<file path="src/hw/standby_select_wake_wait_fix.sv">
// no content: see main file
`timescale 1ns/1ps
`default_nettype none
`default_nettype wire

</file>
<file path="src/hw/standby_wake_pkg.sv">
// shared constants, register layout and types of the standby select and wake wait block
package standby_wake_pkg;

    // ------------------------------------------------------------------
    // register map (byte addresses on the register bus)
    // ------------------------------------------------------------------
    localparam logic [7:0] PDC_ONE_OFFSET    = 8'h00;
    localparam logic [7:0] CLK_SWITCH_OFFSET = 8'h04;
    localparam logic [7:0] STATUS_OFFSET     = 8'h08;

    // ------------------------------------------------------------------
    // field positions and reset values
    // ------------------------------------------------------------------
    localparam int STANDBY_SELECT_BIT = 7;
    localparam int WAKE_SEL_MSB       = 6;
    localparam int WAKE_SEL_LSB       = 4;
    localparam int EXT_REQUEST_BIT    = 0;
    localparam int WAIT_CNT_W         = 18;

    typedef struct packed {
        logic standby_select;
        logic wake_wait_sel_hi;
        logic wake_wait_sel_mid;
        logic wake_wait_sel_lo;
    } pdc_one_t;

    localparam pdc_one_t PDC_ONE_RESET     = 4'h0;
    localparam logic     EXT_REQUEST_RESET = 1'b0;

    // ------------------------------------------------------------------
    // wait state counts per wait-select code
    // ------------------------------------------------------------------
    localparam logic [WAIT_CNT_W-1:0] WAIT_CODE0 = 18'h02000; // 8,192
    localparam logic [WAIT_CNT_W-1:0] WAIT_CODE1 = 18'h04000; // 16,384
    localparam logic [WAIT_CNT_W-1:0] WAIT_CODE2 = 18'h08000; // 32,768
    localparam logic [WAIT_CNT_W-1:0] WAIT_CODE3 = 18'h10000; // 65,536
    localparam logic [WAIT_CNT_W-1:0] WAIT_CODE4 = 18'h20000; // 131,072
    localparam logic [WAIT_CNT_W-1:0] WAIT_CODE5 = 18'h00400; // 1,024
    localparam logic [WAIT_CNT_W-1:0] WAIT_CODE6 = 18'h00080; // 128
    localparam logic [WAIT_CNT_W-1:0] WAIT_CODE7 = 18'h00010; // 16
    localparam logic [WAIT_CNT_W-1:0] WAIT_MIN   = 18'h00001;

    localparam logic [1:0] RESP_OKAY   = 2'h0;
    localparam logic [1:0] RESP_SLVERR = 2'h2;

    // sequencer states, gray coded along run, standby, wake, switch
    typedef enum logic [1:0] {
        ST_RUN     = 2'h0,
        ST_STANDBY = 2'h1,
        ST_WAKE    = 2'h3,
        ST_SWITCH  = 2'h2
    } seq_state_t;

    // ------------------------------------------------------------------
    // decoders
    // ------------------------------------------------------------------
    function automatic logic [WAIT_CNT_W-1:0] wait_states(input logic [2:0] code);
        case (code)
            3'h0:    wait_states = WAIT_CODE0;
            3'h1:    wait_states = WAIT_CODE1;
            3'h2:    wait_states = WAIT_CODE2;
            3'h3:    wait_states = WAIT_CODE3;
            3'h4:    wait_states = WAIT_CODE4;
            3'h5:    wait_states = WAIT_CODE5;
            3'h6:    wait_states = WAIT_CODE6;
            default: wait_states = WAIT_CODE7;
        endcase
    endfunction

    function automatic logic is_mapped(input logic [7:0] addr);
        is_mapped = (addr == PDC_ONE_OFFSET) || (addr == CLK_SWITCH_OFFSET) ||
                    (addr == STATUS_OFFSET);
    endfunction

endpackage

</file>
<file path="src/hw/wake_wait_counter.sv">
// down counter of internal rc clock wait states
`timescale 1ns/1ps
`default_nettype none
module wake_wait_counter #(
    parameter int CNT_W = 18
) (
    input  wire logic             aclk,
    input  wire logic             aresetn,
    input  wire logic             start,
    input  wire logic [CNT_W-1:0] load,
    input  wire logic             rc_tick,
    output var  logic             busy,
    output var  logic             done
);

    logic [CNT_W-1:0] remain;

    // only rc ticks advance the count, whatever the system clock source
    always_ff @(posedge aclk) begin
        if (!aresetn) begin
            remain <= '0;
            busy   <= 1'b0;
            done   <= 1'b0;
        end else begin
            done <= 1'b0;
            if (start) begin
                remain <= load;
                busy   <= 1'b1;
            end else if (busy && rc_tick) begin
                if (remain <= 1) begin
                    busy <= 1'b0;
                    done <= 1'b1;
                end else begin
                    remain <= remain - 1'b1;
                end
            end
        end
    end

endmodule
`default_nettype wire

</file>
<file path="src/hw/standby_select_wake_wait.sv">
// power-down control register, standby sequencer and wake-up wait timer
//
// Notes on behaviour
// - control bit 7 picks sleep (0) or standby (1) on the sleep instruction
// - bits 6..4 set the wait from oscillator start to clock release after standby
// - during the wake wait the system clock comes from the internal rc clock
// - codes 0..3 give 8192, 16384, 32768, 65536 wait states
// - codes 4..7 give 131072, 1024, 128, 16 wait states
// - the wait counter always counts internal rc clock edges
// - same field sets the settle wait when software moves to the external clock
// - software switch settle wait lies between the standby count and twice it
// - bits 3..0 of the control register always read zero
`timescale 1ns/1ps
`default_nettype none
module standby_select_wake_wait
    import standby_wake_pkg::*;
#(
    parameter int WAIT_SHIFT = 0
) (
    input  wire logic        aclk,
    input  wire logic        aresetn,
    input  wire logic [7:0]  s_axi_awaddr,
    input  wire logic        s_axi_awvalid,
    output var  logic        s_axi_awready,
    input  wire logic [31:0] s_axi_wdata,
    input  wire logic [3:0]  s_axi_wstrb,
    input  wire logic        s_axi_wvalid,
    output var  logic        s_axi_wready,
    output var  logic [1:0]  s_axi_bresp,
    output var  logic        s_axi_bvalid,
    input  wire logic        s_axi_bready,
    input  wire logic [7:0]  s_axi_araddr,
    input  wire logic        s_axi_arvalid,
    output var  logic        s_axi_arready,
    output var  logic [31:0] s_axi_rdata,
    output var  logic [1:0]  s_axi_rresp,
    output var  logic        s_axi_rvalid,
    input  wire logic        s_axi_rready,
    input  wire logic        rc_clk_in,
    input  wire logic        sleep_exec,
    input  wire logic        wake_event,
    output var  logic        cpu_halt,
    output var  logic        periph_halt,
    output var  logic        osc_enable,
    output var  logic        clock_from_rc,
    output var  logic        clock_release
);

    // ------------------------------------------------------------------
    // state
    // ------------------------------------------------------------------
    pdc_one_t         pdc_one;
    logic             ext_request;
    logic             ext_active;
    seq_state_t       state;
    seq_state_t       next_state;
    logic [7:0]       aw_addr;
    logic [31:0]      w_data;
    logic [3:0]       w_strb;
    logic             aw_got;
    logic             w_got;
    logic             rc_meta;
    logic             rc_sync;
    logic             rc_prev;
    logic             wait_busy;
    logic             wait_done;

    // ------------------------------------------------------------------
    // rc clock edge detection
    // ------------------------------------------------------------------
    // rc clock is foreign to aclk, so it is synchronised and edge detected
    always_ff @(posedge aclk) begin
        if (!aresetn) begin
            rc_meta <= 1'b0;
            rc_sync <= 1'b0;
            rc_prev <= 1'b0;
        end else begin
            rc_meta <= rc_clk_in;
            rc_sync <= rc_meta;
            rc_prev <= rc_sync;
        end
    end

    wire rc_tick = rc_sync && !rc_prev; // one wait state per rc rising edge

    // ------------------------------------------------------------------
    // wait count selection
    // ------------------------------------------------------------------
    // WAIT_SHIFT only shortens simulations; zero keeps the real counts
    wire [2:0]            wait_code = {pdc_one.wake_wait_sel_hi, pdc_one.wake_wait_sel_mid,
                                       pdc_one.wake_wait_sel_lo};
    wire [WAIT_CNT_W-1:0] wait_full = wait_states(wait_code);
    wire [WAIT_CNT_W-1:0] wait_scal = wait_full >> WAIT_SHIFT;
    wire [WAIT_CNT_W-1:0] wait_load = (wait_scal == '0) ? WAIT_MIN : wait_scal;

    // ------------------------------------------------------------------
    // sequencer next state
    // ------------------------------------------------------------------
    wire sleep_to_standby = (state == ST_RUN) && sleep_exec && !cpu_halt &&
                            pdc_one.standby_select;
    wire sleep_to_sleep   = (state == ST_RUN) && sleep_exec && !cpu_halt &&
                            !pdc_one.standby_select;
    wire switch_start     = (state == ST_RUN) && !cpu_halt && ext_request && !ext_active &&
                            !sleep_exec;
    wire wake_start       = (state == ST_STANDBY) && wake_event;
    wire wait_start       = wake_start || switch_start;

    always_comb begin
        next_state = state;
        case (state)
            ST_RUN: begin
                if (sleep_to_standby) begin
                    next_state = ST_STANDBY;
                end else if (switch_start) begin
                    next_state = ST_SWITCH;
                end
            end
            ST_STANDBY: begin
                if (wake_start) begin
                    next_state = ST_WAKE;
                end
            end
            ST_WAKE: begin
                if (wait_done) begin
                    next_state = ST_RUN;
                end
            end
            ST_SWITCH: begin
                if (wait_done) begin
                    next_state = ST_RUN;
                end
            end
            default: next_state = ST_RUN;
        endcase
    end

    // the switch uses exactly the standby count, the low end of the allowed band
    wake_wait_counter #(
        .CNT_W (WAIT_CNT_W)
    ) u_wait (
        .aclk    (aclk),
        .aresetn (aresetn),
        .start   (wait_start),
        .load    (wait_load),
        .rc_tick (rc_tick),
        .busy    (wait_busy),
        .done    (wait_done)
    );

    // ------------------------------------------------------------------
    // sequencer registers and clock outputs
    // ------------------------------------------------------------------
    wire ext_drop = !ext_request && ext_active && (state == ST_RUN);

    always_ff @(posedge aclk) begin
        if (!aresetn) begin
            state         <= ST_RUN;
            ext_active    <= 1'b0;
            cpu_halt      <= 1'b0;
            periph_halt   <= 1'b0;
            osc_enable    <= 1'b0;
            clock_from_rc <= 1'b1;
            clock_release <= 1'b0;
        end else begin
            state         <= next_state;
            clock_release <= wait_done;
            if (wait_done && state == ST_SWITCH) begin
                ext_active <= 1'b1;
            end else if (ext_drop) begin
                ext_active <= 1'b0;                  // back to rc at once, no wait needed
            end
            if (sleep_to_sleep || sleep_to_standby) begin
                cpu_halt <= 1'b1;
            end else if ((state == ST_RUN && wake_event) || (state == ST_WAKE && wait_done)) begin
                cpu_halt <= 1'b0;
            end
            periph_halt   <= (next_state == ST_STANDBY) || (next_state == ST_WAKE);
            osc_enable    <= (next_state == ST_WAKE) || (next_state == ST_SWITCH) ||
                             (next_state == ST_RUN && ext_request && !ext_drop);
            // rc drives the system clock through both waits
            clock_from_rc <= (next_state == ST_WAKE) || (next_state == ST_SWITCH) ||
                             !(ext_active || (wait_done && state == ST_SWITCH)) || ext_drop;
        end
    end

    // ------------------------------------------------------------------
    // register bus write side
    // ------------------------------------------------------------------
    wire aw_fire = s_axi_awvalid && s_axi_awready;
    wire w_fire  = s_axi_wvalid && s_axi_wready;
    wire b_fire  = s_axi_bvalid && s_axi_bready;
    wire wr_go   = aw_got && w_got && !s_axi_bvalid;
    wire wr_pdc  = wr_go && (aw_addr == PDC_ONE_OFFSET) && w_strb[0];
    wire wr_clk  = wr_go && (aw_addr == CLK_SWITCH_OFFSET) && w_strb[0];

    // address and data are taken independently, the write lands once both are held
    always_ff @(posedge aclk) begin
        if (!aresetn) begin
            s_axi_awready <= 1'b1;
            s_axi_wready  <= 1'b1;
            s_axi_bvalid  <= 1'b0;
            s_axi_bresp   <= RESP_OKAY;
            aw_got        <= 1'b0;
            w_got         <= 1'b0;
            aw_addr       <= 8'h00;
            w_data        <= 32'h0000_0000;
            w_strb        <= 4'h0;
            pdc_one       <= PDC_ONE_RESET;
            ext_request   <= EXT_REQUEST_RESET;
        end else begin
            if (aw_fire) begin
                aw_addr       <= s_axi_awaddr;
                aw_got        <= 1'b1;
                s_axi_awready <= 1'b0;
            end
            if (w_fire) begin
                w_data       <= s_axi_wdata;
                w_strb       <= s_axi_wstrb;
                w_got        <= 1'b1;
                s_axi_wready <= 1'b0;
            end
            if (wr_go) begin
                s_axi_bvalid <= 1'b1;
                s_axi_bresp  <= is_mapped(aw_addr) ? RESP_OKAY : RESP_SLVERR;
                aw_got       <= 1'b0;
                w_got        <= 1'b0;
            end
            if (b_fire) begin
                s_axi_bvalid  <= 1'b0;
                s_axi_awready <= 1'b1;
                s_axi_wready  <= 1'b1;
            end
            if (wr_pdc) begin
                pdc_one <= {w_data[STANDBY_SELECT_BIT], w_data[WAKE_SEL_MSB:WAKE_SEL_LSB]};
            end
            if (wr_clk) begin
                ext_request <= w_data[EXT_REQUEST_BIT];
            end
        end
    end

    // ------------------------------------------------------------------
    // register bus read side
    // ------------------------------------------------------------------
    // reserved low bits of the control register are never stored, so read zero
    wire [31:0] rd_pdc = {24'h000000, pdc_one.standby_select, wait_code, 4'h0};
    wire [31:0] rd_clk = {31'h00000000, ext_request};
    wire [31:0] rd_sts = {28'h0000000, state, ext_active, wait_busy};
    wire [31:0] rd_mux = (s_axi_araddr == PDC_ONE_OFFSET)    ? rd_pdc :
                         (s_axi_araddr == CLK_SWITCH_OFFSET) ? rd_clk :
                         (s_axi_araddr == STATUS_OFFSET)     ? rd_sts : 32'h0000_0000;

    always_ff @(posedge aclk) begin
        if (!aresetn) begin
            s_axi_arready <= 1'b1;
            s_axi_rvalid  <= 1'b0;
            s_axi_rdata   <= 32'h0000_0000;
            s_axi_rresp   <= RESP_OKAY;
        end else if (s_axi_arvalid && s_axi_arready) begin
            s_axi_arready <= 1'b0;
            s_axi_rvalid  <= 1'b1;
            s_axi_rdata   <= rd_mux;
            s_axi_rresp   <= is_mapped(s_axi_araddr) ? RESP_OKAY : RESP_SLVERR;
        end else if (s_axi_rvalid && s_axi_rready) begin
            s_axi_rvalid  <= 1'b0;
            s_axi_arready <= 1'b1;
        end
    end

endmodule
`default_nettype wire

</file>
<file path="config.mk">
export PLATFORM = sky130hd
export DESIGN_NAME = standby_select_wake_wait
export DESIGN_NICKNAME = d
export VERILOG_FILES = /design/src/hw/standby_select_wake_wait_fix.sv /design/src/hw/standby_wake_pkg.sv /design/src/hw/wake_wait_counter.sv /design/src/hw/standby_select_wake_wait.sv
export SDC_FILE = /design/constraint.sdc
export NUM_CORES = 1
export LEC_CHECK = 0
export ABC_AREA = 1
export BUFFER_PORTS_ARGS = -buffer_cell sky130_fd_sc_hd__buf_4
export CAP_MARGIN = 20
export CORE_AREA = 2 2 92 94
export CTS_CLUSTER_DIAMETER = 50
export DETAILED_ROUTE_END_ITERATION = 16
export DIE_AREA = 0 0 94 96
export MAX_ROUTING_LAYER = met4
export PLACE_DENSITY = 0.75
export SYNTH_ARGS = -nofsm -noshare
export SYNTH_HDL_FRONTEND = slang
export SYNTH_HIERARCHICAL = 1
export SYNTH_SLANG_ARGS = --single-unit
</file>
<file path="constraint.sdc">
create_clock -name aclk -period 1.7 [get_ports aclk]
set_clock_uncertainty 0.05 [all_clocks]
set_input_delay 0.34 -clock aclk [delete_from_list [all_inputs] [get_ports aclk]]
set_output_delay 0.34 -clock aclk [all_outputs]
set_load 0.005 [all_outputs]
</file>
* Yosys cells after proc, flatten, opt, wreduce, memory -nomap -nowiden *
Index checks and enable logic that the tools add are counted.

operators by class
  add/subtract/negate cells = 1
  order comparisons = 1
  equality and inequality tests = 17
  muxes and demuxes = 27
  bitwise logic cells = 2
  reductions and logical operators = 68

operator list
  cell                                                                     count
  18-bit one-hot mux with 7 select lines                                   1
  18-bit 2-to-1 mux                                                        4
  1-bit logical AND                                                        29
  18-bit by 1-bit <= comparator with 1-bit output (second input constant)  1
  18-bit logical NOT                                                       1
  18-bit by 1-bit subtractor with 18-bit output (second input constant)    1
  8-bit by 3-bit == test with 1-bit output (second input constant)         2
  8-bit by 4-bit == test with 1-bit output (second input constant)         2
  8-bit logical NOT                                                        2
  1-bit logical OR                                                         13
  1-bit 2-to-1 mux                                                         12
  2-bit 2-to-1 mux                                                         6
  2-bit nonzero test                                                       5
  3-bit == test (second input constant)                                    3
  1-bit logical NOT                                                        9
  2-bit == test (second input constant)                                    4
  4-bit 2-to-1 mux                                                         2
  8-bit 2-to-1 mux                                                         1
  3-bit by 2-bit == test with 1-bit output (second input constant)         2
  2-bit one-hot mux with 3 select lines                                    1
  2-bit OR reduction                                                       3
  2-bit by 1-bit == test with 1-bit output (second input constant)         2
  2-bit logical NOT                                                        2
  2-bit AND reduction                                                      2
  5 further kinds                                                          6

storage, ports and cells
  bits in registers = 96
  input bits = 62
  output and inout bits = 46
  word-level logic and storage cells = 147

* Depth between registers and ports, before layout *
  depth in word-level cells = 12
  mapped depth = 14
  gate-level depth less buffers = 12

* Hierarchy *
Netlist, hierarchy kept.

by module, submodules not included
  module                    times used  cells an instance  area each (sq um)  sequential area each (sq um)
  standby_select_wake_wait  1           286                2138.3             940.9
  wake_wait_counter         1           262                1522.7             400.4

* Worst setup path after synthesis *
OpenSTA, ideal clock, no wires.

  path kind = register to register
  from = reg state[1]
  to = reg u_wait.remain[14]
  arrival time = 1.581 ns
  required time = 1.538 ns
  slack = -0.043 ns
  cell stages (with the launch flop) = 15
  buffers on the path = 3
  cell sequence = dfxtp_1 > inv_1 > nand2_1 > nor2_1 > nand3_2 > nand2_1 > buf_2 > nor3_4 > nand3_4 > nand2_4 > buf_8 > buf_12 > nand2_1 > nand2_1 > nor2_1

between the ends
  cells in the longest elaborated chain, start to end = 8

RTL lines
  what                                                                                      line                             text
  from (decl)                                                                               standby_select_wake_wait.sv:55   seq_state_t state;
  from (signal assigned)                                                                    standby_select_wake_wait.sv:165  state <= next_state;
  2-bit logical NOT                                                                         standby_select_wake_wait.sv:103  wire switch_start = (state == ST_RUN) && !cpu_halt && ext_request && !ext_active &&
  1-bit logical AND (4 in series)                                                           standby_select_wake_wait.sv:103
  1-bit logical OR (*)                                                                      standby_select_wake_wait.sv:106  wire wait_start = wake_start || switch_start;
  net wait_start                                                                            standby_select_wake_wait.sv:106
  2-bit by 1-bit != test with 1-bit output (no line) or 2-bit nonzero test (tied branches)  -
  2-bit AND reduction (no line)                                                             -
  to (signal assigned)                                                                      wake_wait_counter.sv:27          remain <= load;
  to (signal assigned)                                                                      wake_wait_counter.sv:34          remain <= remain - 1'b1;
  to (decl)                                                                                 wake_wait_counter.sv:16          logic [CNT_W-1:0] remain;

The timed path passes the listed nets; every way through them passes the cells marked *.
A chain may end at the register's enable or synchronous reset.

* Worst setup path after layout *
  from = reg state[1]
  to = reg u_wait.remain[8]

Same word-level chain as after synthesis.

==> metrics.yaml <==
dieArea_um2: 9020
n_fill_cell: 768
slew_viol_final: 0
fmax_mhz: 640
clk_latency_ns: 0.35
seqPwrFrac: 0.514
intPower_w: 0.00242
synth_seq_area_share: 0.366
yosys-top-cells-area: "dfxtp_1 (37%), nand2_1 (14%), nor2_1 (9.6%)"
ctsHoldBuffers: 0
htreeDepth: 3
reg2regPathDepth: 11
drive_gt1_frac: 0.213
worstHoldPathCells: 3
swShare: 0.255
core_area_um2: 8050
p_comb_frac: 0.093
reg2reg_from: "state[1]$_SDFF_PN0_"
rrSetupSlack_ns: 0.14
cp_max_fo: 8
synth_area_um2: 3660
drc: 0
dp_hpwl_mm: 5.99
cts.clk_slew.worst_paths_ns: 0.07
power.density_nw_per_um2: 738
synth_cell_types: 39
irDropWorstVdd_mv: 0.452
dr_total_vias: 3494
switchingPower_w: 0.000827
critPathRequiredTime_ns: 1.89
crit_path_start_kind: "register"
grt_pass1_wl_mm: 14.1
fin_util: 0.547
status: "completed"
timing.final.crit_period_ns: 1.56
wl_per_cell_um: 11.3
detail-route-antenna-nets: 0
end_kind: "register"
reg2reg_to: "u_wait/remain[8]$_SDFFE_PN0P_"
diodes: 0
syn_area_per_cell_um2: 6.68
power.total_w: 0.00325
cts_sinks: 67
cts_tree: "yes"
post-route-period-util: 0.919
yosysTopAreaCell: "dfxtp_1"
grt_max_degree: 23
cp.arrival_ns: 1.75
ys_warn_count: 6
ios: 108
tns_ns: 0
grt_pass1_vias: 3153
finalHoldViolations: 0
worstHoldStart: "rc_clk_in"
hold_end: "rc_meta$_SDFF_PN0_"
crit_type: "reg2reg"
clockBufferDepth: 2
drtPass1Iterations: 4
clockRootBuffer: "clkbuf_8"
setup_viol: 0
syn_inst: 548
seqCellArea_um2: 1340
yosysTopAreaCellShare: 0.366
drt_iter0_markers: 205
p_leak_nw: 2.26
antenna_found_initial: 0
ys_ff_latch: 67
fp.dieW_um: 94
rsz0062_at_grt: "false"
hold_slack_ns: 0.126
preCtsSetupSlack_ns: -0.100
area_delta_synth_final_pct: 20.2
multi_input_area_um2: 1970
initial_utilization: 0.455
avgViaCountPerCell: 4.76
max-cap-violations: 0
grt_overflow_total: 0
nets: 690
cts_made_buffers: 9
grt_usage: 0.204
die_h_um: 96
wl_mm: 8.33
rows: 33
hold_class: "in2reg"
gp_congestion: 0.921
port_buffers: 51
clkPwrFrac: 0.392
worst_slack_ns: 0.139
==> layer usage <==
layer | global-route usage | vias up | share of wire
li1 | - | 1819 | -
met1 | 0.242 | 1556 | 0.44
met2 | 0.332 | 105 | 0.49
met3 | 0.0360 | 14 | 0.051
met4 | 0.111 | 0 | 0.021
met5 | - | - | 0
==> state kept, by name (all words and copies together) (netlist names), 2 cells and up <==
name / cells
s_axi_rdata: 8
u_wait/remain: 18
state: 2
w_data: 5
aw_addr: 8
pdc_one: 4
==> worst max-delay path, stage by stage, from the launching register on <==
cell     delay (ns)
dfxtp_2        0.34
inv_1          0.05
buf_4          0.13
nand3_2        0.08
nand2_4        0.08
nor3_4         0.15
nand3_4        0.11
nand2_4        0.12
buf_4          0.18
nand2_1        0.06
nand2_1        0.08
a21oi_2        0.03
==> synth_stat cells <==
library cell    n
xor2_1          1
o211ai_1        2
buf_4          26
nor2_1         94
nand3b_1        1
nor2_4          3
a21oi_1        33
buf_1           2
o21ai_0        28
nand4_1         5
o22ai_1         1
buf_8           1
nand3b_2        1
clkbuf_1        2
buf_6           1
o21ai_1         6
nand2_2         6
nor3_4          1
nand2_1       137
nor2_2          9
nor3_2          1
nand2_4         1
dfxtp_1        67
nand3_4         2
a31oi_1         3
inv_1          55
mux2i_1         1
o21bai_1        3
nor2_8          1
buf_12          1
inv_2           5
a21boi_1        1
conb_1          1
nor3_1          4
nand3_1        26
or2_2           2
ha_1            2
buf_2           7
nand3_2         5
==> cell usage in the layout, fill, tap and decap left out, types with 8 or more instances in the layout <==
master	n
dfxtp_1	65
nor2_2	11
o21ai_1	8
o21ai_0	26
nand3_1	25
conb_1	36
clkbuf_8	9
nand2_1	136
buf_4	69
inv_1	53
nor2_1	91
a21oi_1	32
==> worst max path at each step <==
| stage | from | to | slack (ns) | depth (start not counted) |
|---|---|---|---|---|
| finish | state[1]$_SDFF_PN0_ | u_wait/remain[8]$_SDFFE_PN0P_ | 0.14 | 11 |
| global route | state[1]$_SDFF_PN0_ | u_wait/remain[11]$_SDFFE_PN0P_ | 0.005 | 11 |
| CTS | state[1]$_SDFF_PN0_ | u_wait/remain[5]$_SDFFE_PN0P_ | 0.01 | 10 |
| detailed placement | sleep_exec | u_wait/remain[16]$_SDFFE_PN0P_ | -0.10 | 11 |
| global placement | sleep_exec | u_wait/remain[16]$_SDFFE_PN0P_ | -0.08 | 11 |
| floorplan | state[1]$_SDFF_PN0_ | u_wait/remain[14]$_SDFFE_PN0P_ | 0.02 | 14 |
==> repair_timing <==
action                                  in CTS  in global routing
pin swaps                                    0                  3
endpoints found under the setup margin       9                 19
resized for setup                            5                 12
gates cloned                                 1                  0
setup buffers                                0                  0
==> area by class of cell <==
type                            instances  share of cell area
Multi-Input combinational cell        416               0.447
Sequential cell                        67               0.305
Timing Repair Buffer                   71               0.124
Inverter                               60              0.0520
Tap cell                              105              0.0298
Clock buffer                            9              0.0281
Clock inverter                          5              0.0128
Timing Repair inverter                  1             0.00171
==> kinds of logic (layout without fill, tap and decap cells) <==
family                   after synthesis  after routing  synth area share
AND/OR/NAND/NOR                      299            299             0.369
other                                  1             36           0.00102
adder cells (fa/ha/maj)                2              2           0.00683
XOR/XNOR                               1              1           0.00239
buffers and inverters                100            146             0.141
AO/OA/AOI/OAI                         77             77             0.111
multiplexers                           1              1           0.00273
flip-flops                            67             67             0.366
==> power by group through the flow <==
| stage | registers (W) | clock network [W] | logic [W] |
|---|---|---|---|
| global placement | 0.00170 | 0 | 0.000292 |
| floorplan | 0.00170 | 0 | 0.000220 |
| CTS | 0.00167 | 0.00130 | 0.000304 |
| global route | 0.00168 | 0.00138 | 0.000348 |
| detailed placement | 0.00170 | 0 | 0.000301 |
| finish | 0.00167 | 0.00127 | 0.000303 |
==> per-stage QoR <==
stage	instances	cell area (um2)
final	734	4400
after global routing	734	4400
after CTS	734	4370
after detailed placement	719	4170
after global placement	719	4170
after floorplan	583	3800
No activity file was read; power rests on OpenSTA's default activity.
